==> config.mk <==
export PLATFORM = sky130hd
export DESIGN_NAME = dff_flags
export DESIGN_NICKNAME = d
export VERILOG_FILES = /design/src/shared/dff_pkg.sv /design/src/dff_flags.sv
export SDC_FILE = /design/constraint.sdc
export NUM_CORES = 1
export LEC_CHECK = 0
export BUFFER_PORTS_ARGS = -buffer_cell sky130_fd_sc_hd__buf_2
export CELL_PAD_IN_SITES_DETAIL_PLACEMENT = 1
export CELL_PAD_IN_SITES_GLOBAL_PLACEMENT = 2
export CORE_ASPECT_RATIO = 1.25
export CORE_MARGIN = 10
export CORE_UTILIZATION = 38
export CTS_BUF_LIST = sky130_fd_sc_hd__clkbuf_8
export CTS_CLUSTER_DIAMETER = 150
export CTS_CLUSTER_SIZE = 12
export DETAILED_ROUTE_END_ITERATION = 8
export GPL_TIMING_DRIVEN = 0
export PLACE_DENSITY = 0.94
export SLEW_MARGIN = 10
export SYNTH_ARGS = -nofsm -noshare
export SYNTH_HDL_FRONTEND = slang
export SYNTH_SLANG_ARGS = --single-unit
==> constraint.sdc <==
create_clock -name MCLK -period 4.4 [get_ports MCLK]
set_input_delay 0.44 -clock MCLK [delete_from_list [all_inputs] [get_ports MCLK]]
set_output_delay 0.44 -clock MCLK [all_outputs]
set_load 0.005 [all_outputs]
==> src/shared/dff_pkg.sv <==
// package: register map, field layout and timing constants of the fault flag block
package dff_pkg;
  // register indices (printed offsets not all multiples of four: byte address = 4 * index)
  localparam logic [7:0]  IDX_FLAGS      = 8'ha3;
  localparam logic [7:0]  IDX_RADIUS     = 8'ha5;
  localparam logic [7:0]  IDX_CTRL       = 8'ha6;
  localparam logic [7:0]  IDX_FILT       = 8'ha7;
  localparam logic [7:0]  IDX_MARGIN     = 8'ha8;
  localparam logic [11:0] ADDR_FLAGS     = {2'h0, IDX_FLAGS, 2'h0};
  localparam logic [11:0] ADDR_RADIUS    = {2'h0, IDX_RADIUS, 2'h0};
  localparam logic [11:0] ADDR_CTRL      = {2'h0, IDX_CTRL, 2'h0};
  localparam logic [11:0] ADDR_FILT      = {2'h0, IDX_FILT, 2'h0};
  localparam logic [11:0] ADDR_MARGIN    = {2'h0, IDX_MARGIN, 2'h0};
  // flag bit positions
  localparam int B_ACF  = 0;
  localparam int B_AOC  = 1;
  localparam int B_TMP  = 2;
  localparam int B_SAT  = 3;
  localparam int B_SLF  = 4;
  localparam int B_RAD  = 5;
  localparam int B_PON  = 6;
  localparam int B_MSB  = 7;
  localparam int B_UV   = 8;
  localparam int B_OV   = 9;
  localparam int B_MMB  = 10;
  localparam int B_SHP  = 11;
  localparam int B_OSC  = 12;
  localparam int NFLAGS = 13;
  // critical flags, cleared only by reset; bits 11 and 12 are also cleared by their mask bits in ctrl
  localparam logic [12:0] CRIT_MASK = 13'h1c00;
  // flag register reset: power-on flag set
  localparam logic [12:0] FLAGS_RESET = 13'h0040;
  // mask register reset: lin_all_a (bit 13) and path_all_a (bit 14) set
  localparam logic [31:0] CTRL_RESET = 32'h0000_6000;
  localparam int C_LINSAT  = 13;
  localparam int C_PATHSAT = 14;
  localparam int C_ANGTH   = 15;
  localparam int C_GAINSAT = 16;
  localparam int C_OFFSAT  = 17;
  localparam int C_FMINEN  = 18;
  localparam int C_FMAXEN  = 19;
  localparam logic [31:0] FILT_RESET = 32'h0000_0000;
  localparam int PERIODIC_UPD = 10;
  localparam int AOC_FILT_MAX = 16;
  localparam int RAD_FILT_MAX = 8;
  localparam int FILT_SATURATION_MAX = 16;
  localparam int OSC_TOL_PCT  = 20;
  // margin test select
  typedef enum logic [1:0] {DFF_MARG_ONES, DFF_MARG_ZEROS, DFF_MARG_BOTH} dff_marg_t;
  // raw condition inputs grouped
  typedef struct packed {
    logic analog_check_bad;
    logic temp_sat;
    logic lin_saturation;
    logic filt_saturation;
    logic trim_fact_sat;
    logic trim_cust_sat;
    logic gain_sat;
    logic offset_sat;
    logic selftest_mismatch;
    logic latency_miss;
    logic under_voltage;
    logic over_voltage;
    logic mem_single_bit;
    logic mem_multi_bit;
    logic shadow_parity;
  } dff_cond_t;
endpackage : dff_pkg

==> src/dff_flags.sv <==
// fault flag register bank with apb access
//
// Our own choice: the APB interface to the registers.
`timescale 1ns/1ps
`default_nettype none
module dff_flags
  import dff_pkg::*;
(
  // clock and reset
  input  wire logic        MCLK,
  input  wire logic        RESET,
  // apb slave
  input  wire logic        PSEL,
  input  wire logic        PENABLE,
  input  wire logic        PWRITE,
  input  wire logic [11:0] PADDR,
  input  wire logic [31:0] PWDATA,
  output logic      [31:0] PRDATA,
  output logic             PREADY,
  output logic             PSLVERR,
  // signal path
  input  wire logic        ANGLE_UPDATE,
  input  wire logic [15:0] ANGLE,
  input  wire logic [15:0] CLAMP_UPPER,
  input  wire logic [15:0] CLAMP_LOWER,
  input  wire logic [15:0] PREGAIN_ANGLE,
  input  wire logic [15:0] ANGLE_THRESH_LOW,
  input  wire logic [15:0] ANGLE_THRESH_HIGH,
  input  wire logic signed [15:0] CHAN_A,
  input  wire logic signed [15:0] CHAN_B,
  input  wire logic [7:0]  FIELD_MIN,
  input  wire logic [8:0]  FIELD_MAX,
  input  wire dff_cond_t   COND,
  // oscillator watchdog counts per window
  input  wire logic [15:0] OSC_MAIN_COUNT,
  input  wire logic [15:0] OSC_WDOG_COUNT,
  // output protocol report
  input  wire logic        REPORT,
  input  wire logic [12:0] REPORT_BITS,
  input  wire logic        FIRST_MSG,
  // margin test
  input  wire logic        CUST_ACCESS,
  input  wire logic        MARGIN_DONE,
  input  wire logic [1:0]  MARGIN_FAIL,
  output logic             MARGIN_START,
  output dff_marg_t        MARGIN_SEL,
  // status
  output logic [12:0]      FLAGS,
  output logic             DIAG_STATE,
  output logic             FIRST_MSG_PON
);
  logic [12:0] flags_reg;
  logic [12:0] flags_next;
  logic [12:0] cond_now;
  logic [31:0] ctrl_reg;
  logic [31:0] filt_reg;
  logic [16:0] radius_sq_reg;
  logic [3:0]  period_cnt_reg;
  logic        first_upd_reg;
  logic [3:0]  margin_res_reg;
  logic [31:0] prdata_next;
  logic        acc;
  logic        rd_flags;
  logic        periodic;
  logic [12:0] mask_vec;
  logic [4:0]  aoc_lim;
  logic [4:0]  sat_lim;
  logic [3:0]  rad_lim;
  logic        aoc_raw;
  logic        sat_raw;
  logic        path_saturation;
  logic        rad_raw;
  logic [8:0]  a_s;
  logic [8:0]  b_s;
  logic [16:0] rsq;
  logic        osc_bad;
  logic [4:0]  aoc_cnt_reg;
  logic [4:0]  sat_cnt_reg;
  logic [3:0]  rad_cnt_reg;

  assign acc      = PSEL & PENABLE;
  assign rd_flags = acc & ~PWRITE & (PADDR == ADDR_FLAGS);
  assign periodic = ANGLE_UPDATE & (period_cnt_reg == 4'(PERIODIC_UPD - 1));
  assign PREADY   = 1'b1;
  assign aoc_lim  = {1'b0, filt_reg[3:0]} + 5'h01;
  assign sat_lim  = {1'b0, filt_reg[7:4]} + 5'h01;
  assign rad_lim  = {1'b0, filt_reg[10:8]} + 4'h1;

  // mask bits at flag positions of ctrl
  assign mask_vec = {ctrl_reg[12:11], 1'b0, ctrl_reg[9:0]};

  assign aoc_raw = (ANGLE >= CLAMP_UPPER) | (ANGLE <= CLAMP_LOWER);
  assign path_saturation = COND.trim_fact_sat | COND.trim_cust_sat
    | (ctrl_reg[C_ANGTH] & ((PREGAIN_ANGLE < ANGLE_THRESH_LOW) | (PREGAIN_ANGLE > ANGLE_THRESH_HIGH)))
    | (ctrl_reg[C_GAINSAT] & COND.gain_sat)
    | (ctrl_reg[C_OFFSAT] & COND.offset_sat);
  assign sat_raw = (COND.lin_saturation & ~ctrl_reg[C_LINSAT]) | COND.filt_saturation
    | (path_saturation & ~ctrl_reg[C_PATHSAT]);

  // radius from floor(chan/128)
  assign a_s = 9'(CHAN_A >>> 7);
  assign b_s = 9'(CHAN_B >>> 7);
  assign rsq = 17'($signed(a_s) * $signed(a_s)) + 17'($signed(b_s) * $signed(b_s));
  assign rad_raw = (ctrl_reg[C_FMINEN] & (rsq <= 17'(FIELD_MIN * FIELD_MIN)))
    | (ctrl_reg[C_FMAXEN] & ({1'b0, rsq} >= 18'(FIELD_MAX * FIELD_MAX)));

  // oscillator ratio outside 20 percent
  assign osc_bad = ({8'h00, OSC_MAIN_COUNT} * 24'h000064 > {8'h00, OSC_WDOG_COUNT} * 24'(100 + OSC_TOL_PCT))
    | ({8'h00, OSC_MAIN_COUNT} * 24'h000064 < {8'h00, OSC_WDOG_COUNT} * 24'(100 - OSC_TOL_PCT));

  // update period counter
  always_ff @(posedge MCLK or posedge RESET) begin
    if (RESET) begin
      period_cnt_reg <= 4'h0;
    end else if (ANGLE_UPDATE) begin
      period_cnt_reg <= periodic ? 4'h0 : period_cnt_reg + 4'h1;
    end
  end

  // fault filters: consecutive faulty updates
  always_ff @(posedge MCLK or posedge RESET) begin
    if (RESET) begin
      aoc_cnt_reg <= 5'h00;
      sat_cnt_reg <= 5'h00;
      rad_cnt_reg <= 4'h0;
    end else if (ANGLE_UPDATE) begin
      aoc_cnt_reg <= !aoc_raw ? 5'h00 : (aoc_cnt_reg < aoc_lim ? aoc_cnt_reg + 5'h01 : aoc_cnt_reg);
      sat_cnt_reg <= !sat_raw ? 5'h00 : (sat_cnt_reg < sat_lim ? sat_cnt_reg + 5'h01 : sat_cnt_reg);
      rad_cnt_reg <= !rad_raw ? 4'h0 : (rad_cnt_reg < rad_lim ? rad_cnt_reg + 4'h1 : rad_cnt_reg);
    end
  end

  // conditions present this cycle
  always_comb begin
    cond_now = '0;
    cond_now[B_ACF] = COND.analog_check_bad;
    cond_now[B_AOC] = ANGLE_UPDATE & aoc_raw & (aoc_cnt_reg + 5'h01 >= aoc_lim);
    cond_now[B_TMP] = COND.temp_sat;
    cond_now[B_SAT] = ANGLE_UPDATE & sat_raw & (sat_cnt_reg + 5'h01 >= sat_lim);
    cond_now[B_SLF] = periodic & (COND.selftest_mismatch | COND.latency_miss);
    cond_now[B_RAD] = ANGLE_UPDATE & rad_raw & (rad_cnt_reg + 4'h1 >= rad_lim);
    cond_now[B_PON] = ~first_upd_reg;
    cond_now[B_MSB] = COND.mem_single_bit;
    cond_now[B_UV]  = COND.under_voltage;
    cond_now[B_OV]  = COND.over_voltage;
    cond_now[B_MMB] = COND.mem_multi_bit;
    cond_now[B_SHP] = periodic & COND.shadow_parity;
    cond_now[B_OSC] = periodic & osc_bad;
  end

  // flag update: set wins, critical stay until reset (bits 11 and 12 also cleared by their mask bits)
  always_comb begin
    flags_next = flags_reg;
    if (rd_flags) begin
      flags_next = flags_reg & CRIT_MASK;
    end
    if (REPORT) begin
      flags_next = flags_next & ~(REPORT_BITS & ~CRIT_MASK);
    end
    flags_next = (flags_next | cond_now) & ~mask_vec;
  end

  always_ff @(posedge MCLK or posedge RESET) begin
    if (RESET) begin
      flags_reg <= FLAGS_RESET;
    end else begin
      flags_reg <= flags_next;
    end
  end

  always_ff @(posedge MCLK or posedge RESET) begin
    if (RESET) begin
      first_upd_reg <= 1'b0;
    end else if (ANGLE_UPDATE) begin
      first_upd_reg <= 1'b1;
    end
  end

  // radius snapshot
  always_ff @(posedge MCLK or posedge RESET) begin
    if (RESET) begin
      radius_sq_reg <= 17'h00000;
    end else if (ANGLE_UPDATE) begin
      radius_sq_reg <= rsq;
    end
  end

  // writable registers
  always_ff @(posedge MCLK or posedge RESET) begin
    if (RESET) begin
      ctrl_reg <= CTRL_RESET;
      filt_reg <= FILT_RESET;
    end else if (acc & PWRITE) begin
      if (PADDR == ADDR_CTRL) ctrl_reg <= PWDATA;
      if (PADDR == ADDR_FILT) filt_reg <= PWDATA;
    end
  end

  // margin test control and results
  always_ff @(posedge MCLK or posedge RESET) begin
    if (RESET) begin
      MARGIN_START   <= 1'b0;
      MARGIN_SEL     <= DFF_MARG_ONES;
      margin_res_reg <= 4'h0;
    end else begin
      MARGIN_START <= acc & PWRITE & (PADDR == ADDR_MARGIN) & CUST_ACCESS & PWDATA[2];
      if (acc & PWRITE & (PADDR == ADDR_MARGIN) & CUST_ACCESS) begin
        MARGIN_SEL <= (PWDATA[1:0] == 2'h1) ? DFF_MARG_ZEROS : (PWDATA[1:0] == 2'h2) ? DFF_MARG_BOTH : DFF_MARG_ONES;
      end
      if (MARGIN_DONE) begin
        margin_res_reg <= {1'b1, 1'b0, MARGIN_FAIL};
      end
    end
  end

  // read mux
  always_comb begin
    case (PADDR)
      ADDR_FLAGS:  prdata_next = {19'h0, flags_reg};
      ADDR_RADIUS: prdata_next = {15'h0, radius_sq_reg};
      ADDR_CTRL:   prdata_next = ctrl_reg;
      ADDR_FILT:   prdata_next = filt_reg;
      ADDR_MARGIN: prdata_next = {26'h0, margin_res_reg, MARGIN_SEL};
      default:     prdata_next = 32'h0;
    endcase
  end

  assign PRDATA  = prdata_next;
  assign PSLVERR = acc & ~((PADDR == ADDR_FLAGS) | (PADDR == ADDR_RADIUS) | (PADDR == ADDR_CTRL)
    | (PADDR == ADDR_FILT) | (PADDR == ADDR_MARGIN) | (PADDR == ADDR_FLAGS)) | (acc & PWRITE
    & ((PADDR == ADDR_FLAGS) | (PADDR == ADDR_RADIUS)));

  assign FLAGS         = flags_reg;
  assign DIAG_STATE    = |(flags_reg & ~(13'(1) << B_PON));
  assign FIRST_MSG_PON = FIRST_MSG & flags_reg[B_PON];

  AST_CRIT_STICKY: assert property (@(posedge MCLK) disable iff (RESET)
    flags_reg[B_MMB] |=> flags_reg[B_MMB]) else $error("multi-bit flag dropped");
  AST_OSC_STICKY: assert property (@(posedge MCLK) disable iff (RESET)
    flags_reg[B_OSC] && !ctrl_reg[B_OSC] |=> flags_reg[B_OSC]) else $error("osc flag dropped");
  AST_HIGH_ZERO: assert property (@(posedge MCLK) disable iff (RESET)
    rd_flags |-> PRDATA[31:13] == 19'h0) else $error("upper flag bits nonzero");
  AST_CLEAR_ON_READ: assert property (@(posedge MCLK) disable iff (RESET)
    rd_flags && !cond_now[B_TMP] && !REPORT |=> !flags_reg[B_TMP]) else $error("temp flag not cleared");
  AST_KEEP_IF_PRESENT: assert property (@(posedge MCLK) disable iff (RESET)
    cond_now[B_ACF] && !ctrl_reg[B_ACF] |=> flags_reg[B_ACF]) else $error("present fault lost");
  AST_MASK_ACF: assert property (@(posedge MCLK) disable iff (RESET)
    ctrl_reg[B_ACF] |=> !flags_reg[B_ACF] || !$past(ctrl_reg[B_ACF])) else $error("masked flag set");
  AST_PON_HOLD: assert property (@(posedge MCLK) disable iff (RESET)
    !first_upd_reg && !ctrl_reg[B_PON] |=> flags_reg[B_PON]) else $error("power-on flag cleared early");
  AST_PERIOD: assert property (@(posedge MCLK) disable iff (RESET)
    period_cnt_reg < 4'(PERIODIC_UPD)) else $error("period counter overrun");
  AST_MARGIN_DIAG: assert property (@(posedge MCLK) disable iff (RESET)
    MARGIN_DONE && flags_reg == 13'h0 |=> !DIAG_STATE || cond_now != 13'h0 || $past(cond_now) != 13'h0)
    else $error("margin drove diagnostic");
  COV_READ_CLEAR: cover property (@(posedge MCLK) disable iff (RESET) rd_flags && flags_reg[B_TMP]);
  COV_SAT: cover property (@(posedge MCLK) disable iff (RESET) cond_now[B_SAT]);
  COV_RAD: cover property (@(posedge MCLK) disable iff (RESET) cond_now[B_RAD]);
  COV_REPORT: cover property (@(posedge MCLK) disable iff (RESET) REPORT && |REPORT_BITS);
endmodule : dff_flags
`default_nettype wire

==> impl_metrics.sql <==
INSERT INTO impl_metrics (metric_group, metric, value, unit) VALUES
('drt', 'num_vias', '18800', ''),
('layout', 'fraction_of_final_layout_cells_sized_beyond_drive_strength_1', '0.251', ''),
('timing', 'finalHoldViolations', '0', ''),
('layout', 'relative_area_change_from_synthesis_to_final_layout', '22.2', '%'),
('placement', 'io_buffer_count', '290', ''),
('floorplanning', 'rows', '98', ''),
('logic_synthesis', 'yosys_warnings', '0', ''),
('placement', 'place_congestion', '0.938', ''),
('drt', 'starting_drt_drc_count', '750', ''),
('timing', 'slew_headroom', '0.160', ''),
('clock_network', 'cts-root-to-sink-buffers', '2', ''),
('drt', 'route.antenna.remaining_nets', '0', ''),
('floorplanning', 'ios', '313', ''),
('global_routing', 'first_global_vias', '21400', ''),
('outcome', 'failed_checks', 'negative setup slack', ''),
('timing', 'final_critical_path_setup_slack', '-2.99', 'ns'),
('logic_synthesis', 'syn-instance-count', '2370', ''),
('floorplanning', 'dieWidth', '236', 'µm'),
('logic_synthesis', 'dominant_register_cell_in_the_synthesized_netlist', 'sky130_fd_sc_hd__dfrtp_1', ''),
('critical_path', 'max_stage_delay', '0.65', 'ns'),
('critical_path', 'library_cell_appearing_most_often_on_the_critical_path', 'sky130_fd_sc_hd__fa_1', ''),
('critical_path', 'critPathLaunch', 'CHAN_A[7]', ''),
('clock_network', 'cts_root_buf', 'sky130_fd_sc_hd__clkbuf_8', ''),
('placement', 'post-dp-hpwl', '59800', 'µm'),
('drt', 'drt_pre_antenna_iters', '4', ''),
('critical_path', 'worst-endpoint-required', '4.75', 'ns'),
('global_routing', 'grt_overflow', '0', ''),
('clock_network', 'clkLatencyLatePin', '0.44', 'ns'),
('critical_path', 'critPathLaunchType', 'primary input', ''),
('clock_network', 'clkTransAtPathRegs', '0.09', 'ns'),
('logic_synthesis', 'netlist-cell-type-count', '82', ''),
('logic_synthesis', 'synth_edf_count', '0', ''),
('timing', 'fmaxAchievable', '135', 'MHz'),
('critical_path', 'critPathArrivalTime', '7.74', 'ns'),
('layout', 'finalCoreUtilization', '0.470', ''),
('outcome', 'outcome', 'finished with violations', ''),
('drt', 'routed_wirelength', '73500', 'µm'),
('timing', 'layout_worst_path_cycle_share', '1.68', ''),
('timing', 'rsz_0062_raised_after_global_routing', 'yes', ''),
('timing', 'finalSetupViolations', '17', ''),
('critical_path', 'critPathCaptureType', 'flop', ''),
('drt', 'routed_via_density', '5.33', ''),
('hold_path', 'min-delay-path-class', 'in2async', ''),
('logic_synthesis', 'synthesis.area', '22100', 'µm²'),
('critical_path', 'cp_num_buf_inv', '10', ''),
('clock_network', 'clkSinkCount', '119', ''),
('job', 'max_cap_viol_count', '0', ''),
('critical_path', 'startpoint_of_the_worst_slack_reg_to_reg_timing_path', 'filt_reg[4]', ''),
('timing', 'worst_slew_pin_tran', '1.25', 'ns'),
('floorplanning', 'die_area', '68200', 'µm²'),
('timing', 'post-route-min-period', '7.39', 'ns'),
('layout', 'finish.net_count', '3647', ''),
('clock_network', 'cts-buffers-inserted', '17', ''),
('logic_synthesis', 'synth_area_per_cell', '9.31', 'µm²'),
('floorplanning', 'fp.dieH', '289', 'µm'),
('clock_network', 'cts.hold.buffers_added', '0', ''),
('clock_network', 'cts_tree', 'built', ''),
('floorplanning', 'fp.coreArea', '57400', 'µm²'),
('critical_path', 'path_class', 'in2reg', ''),
('critical_path', 'path_max_fanout', '8', ''),
('global_routing', 'antenna_violations_before_repair', '15', ''),
('drt', 'route.detailed.drc', '0', ''),
('global_routing', 'global_route_usage_over_all_layers', '0.205', ''),
('global_routing', 'pin_count_of_the_biggest_net_entering_global_routing', '76', ''),
('timing', 'clock_skew', '0.0147', 'ns'),
('global_routing', 'grt_first_pass_wirelength', '113000', 'µm'),
('logic_synthesis', 'ys_ff_latch', '119', ''),
('clock_network', 'cts_htree_levels', '4', ''),
('drt', 'wire_per_inst', '20.8', 'µm'),
('critical_path', 'critical_path.top_delay_family', 'adder cells', ''),
('floorplanning', 'initial_core_util', '0.384', ''),
('timing', 'final-max-slew-violation-count', '0', ''),
('logic_synthesis', 'async_reset_ff_frac', '1.00', ''),
('critical_path', 'timing.critical_path.slowest_stage_cell', 'sky130_fd_sc_hd__fa_1', ''),
('timing', 'tns', '-29.08', 'ns'),
('logic_synthesis', 'ys_seq_area_frac', '0.135', '');
-- timing repair --
action / in CTS / in global routing
endpoints found under the setup margin: 17 / 17
resized for setup: 120 / 73
gates cloned: 0 / 2
setup buffers: 43 / 34
pin swaps: 70 / 52
-- through the flow --
step | instances | worst slack, ns | hold slack (ns) | instance area, µm²
detailed placement | 3412 | -4.01 | 0.415 | 25000
floorplan | 2371 | -2.54 | 0.375 | 22600
finish | 3527 | -2.99 | 0.0189 | 27000
CTS | 3486 | -2.82 | 0.00660 | 26400
global placement | 3411 | -3.72 | 0.394 | 25000
global route | 3526 | -3.26 | 0.0302 | 27000
-- kinds of logic (layout without fill, tap and decap cells) --
group           count (synthesis)  count (layout)  share of synthesized area
fa+ha+maj                     631             631                      0.437
simple gates                  551             551                      0.128
buf+inv                       441             838                     0.0754
compound gates                382             382                      0.115
xor+xnor                      126             126                     0.0500
flops                         119             119                      0.135
mux                           118             118                     0.0588
other cells                     2              12                   0.000340
-- cells in the final DEF, fill, tap and decap left out, drive strengths merged, types with 23 or more instances in the layout --
master / count
nand2b: 32
nor2: 121
xor2: 54
nand3: 35
and2: 80
mux2: 92
fa: 233
nand2: 138
xnor2: 72
inv: 397
clkbuf: 57
o21a: 23
mux2i: 26
buf: 372
a21oi: 89
a21o: 41
dfrtp: 116
ha: 398
nor2b: 30
o21ai: 79
nor3: 27
-- layer usage --
metal,vias up,share of wire,track usage
met5,-,0.00056,0
met4,6,0.040,0.0773
met3,136,0.041,0.0295
met2,406,0.53,0.389
met1,9482,0.38,0.226
li1,8765,-,-
-- area by class of cell --
class                   count  area [µm²]
diodes                      9        22.5
plain buffers              43         344
clock buffers              19         262
clock inverters            13         146
fillers                  6691       30400
inverters                 396        1510
multi-input cells        1811       18500
flip-flops and latches    119        2980
well taps                 750         938
repair buffers            367        2280
-- Yosys cell counts, types with 7 or more instances --
cell,count,area share
sky130_fd_sc_hd__a2111oi_0,8,0.0032
sky130_fd_sc_hd__a211oi_1,17,0.0058
sky130_fd_sc_hd__a21boi_0,7,0.0024
sky130_fd_sc_hd__a21o_1,40,0.014
sky130_fd_sc_hd__a21oi_1,89,0.020
sky130_fd_sc_hd__a22oi_1,22,0.0075
sky130_fd_sc_hd__a31oi_1,13,0.0037
sky130_fd_sc_hd__and2_1,80,0.023
sky130_fd_sc_hd__and3_1,9,0.0026
sky130_fd_sc_hd__clkbuf_1,39,0.0066
sky130_fd_sc_hd__dfrtp_1,116,0.13
sky130_fd_sc_hd__fa_1,233,0.21
sky130_fd_sc_hd__ha_1,398,0.23
sky130_fd_sc_hd__inv_1,394,0.067
sky130_fd_sc_hd__mux2_2,92,0.047
sky130_fd_sc_hd__mux2i_1,26,0.012
sky130_fd_sc_hd__nand2_1,138,0.023
sky130_fd_sc_hd__nand2b_1,32,0.0091
sky130_fd_sc_hd__nand3_1,35,0.0079
sky130_fd_sc_hd__nand4_1,19,0.0054
sky130_fd_sc_hd__nor2_1,121,0.021
sky130_fd_sc_hd__nor2b_1,30,0.0085
sky130_fd_sc_hd__nor3_1,26,0.0059
sky130_fd_sc_hd__nor3b_1,7,0.0024
sky130_fd_sc_hd__nor4_1,9,0.0026
sky130_fd_sc_hd__o211ai_1,11,0.0037
sky130_fd_sc_hd__o21a_1,23,0.0078
sky130_fd_sc_hd__o21ai_0,77,0.017
sky130_fd_sc_hd__o21bai_1,7,0.0024
sky130_fd_sc_hd__or2_2,9,0.0026
sky130_fd_sc_hd__or3_1,11,0.0031
sky130_fd_sc_hd__xnor2_1,72,0.029
sky130_fd_sc_hd__xor2_1,54,0.021
-- final timing paths --
| path | endpoint | slack, ns | cells past startpoint |
|---|---|---|---|
| worst max-delay path | FLAGS[5] | -2.99 | 34 |
| worst min-delay path | filt_reg[25] | 0.02 | 2 |
| worst min register to register | FLAGS[6] | 0.43 | 1 |
| min in group MCLK | FLAGS[10] | 0.21 | 2 |
| max in group asynchronous | ctrl_reg[13] | 3.59 | 3 |
| worst max register to register | sat_cnt_reg[0] | 1.42 | 10 |
Power is left out: the tool's default activity adds up to more than one toggle a clock period on the data nets, which glitch-free logic cannot reach.
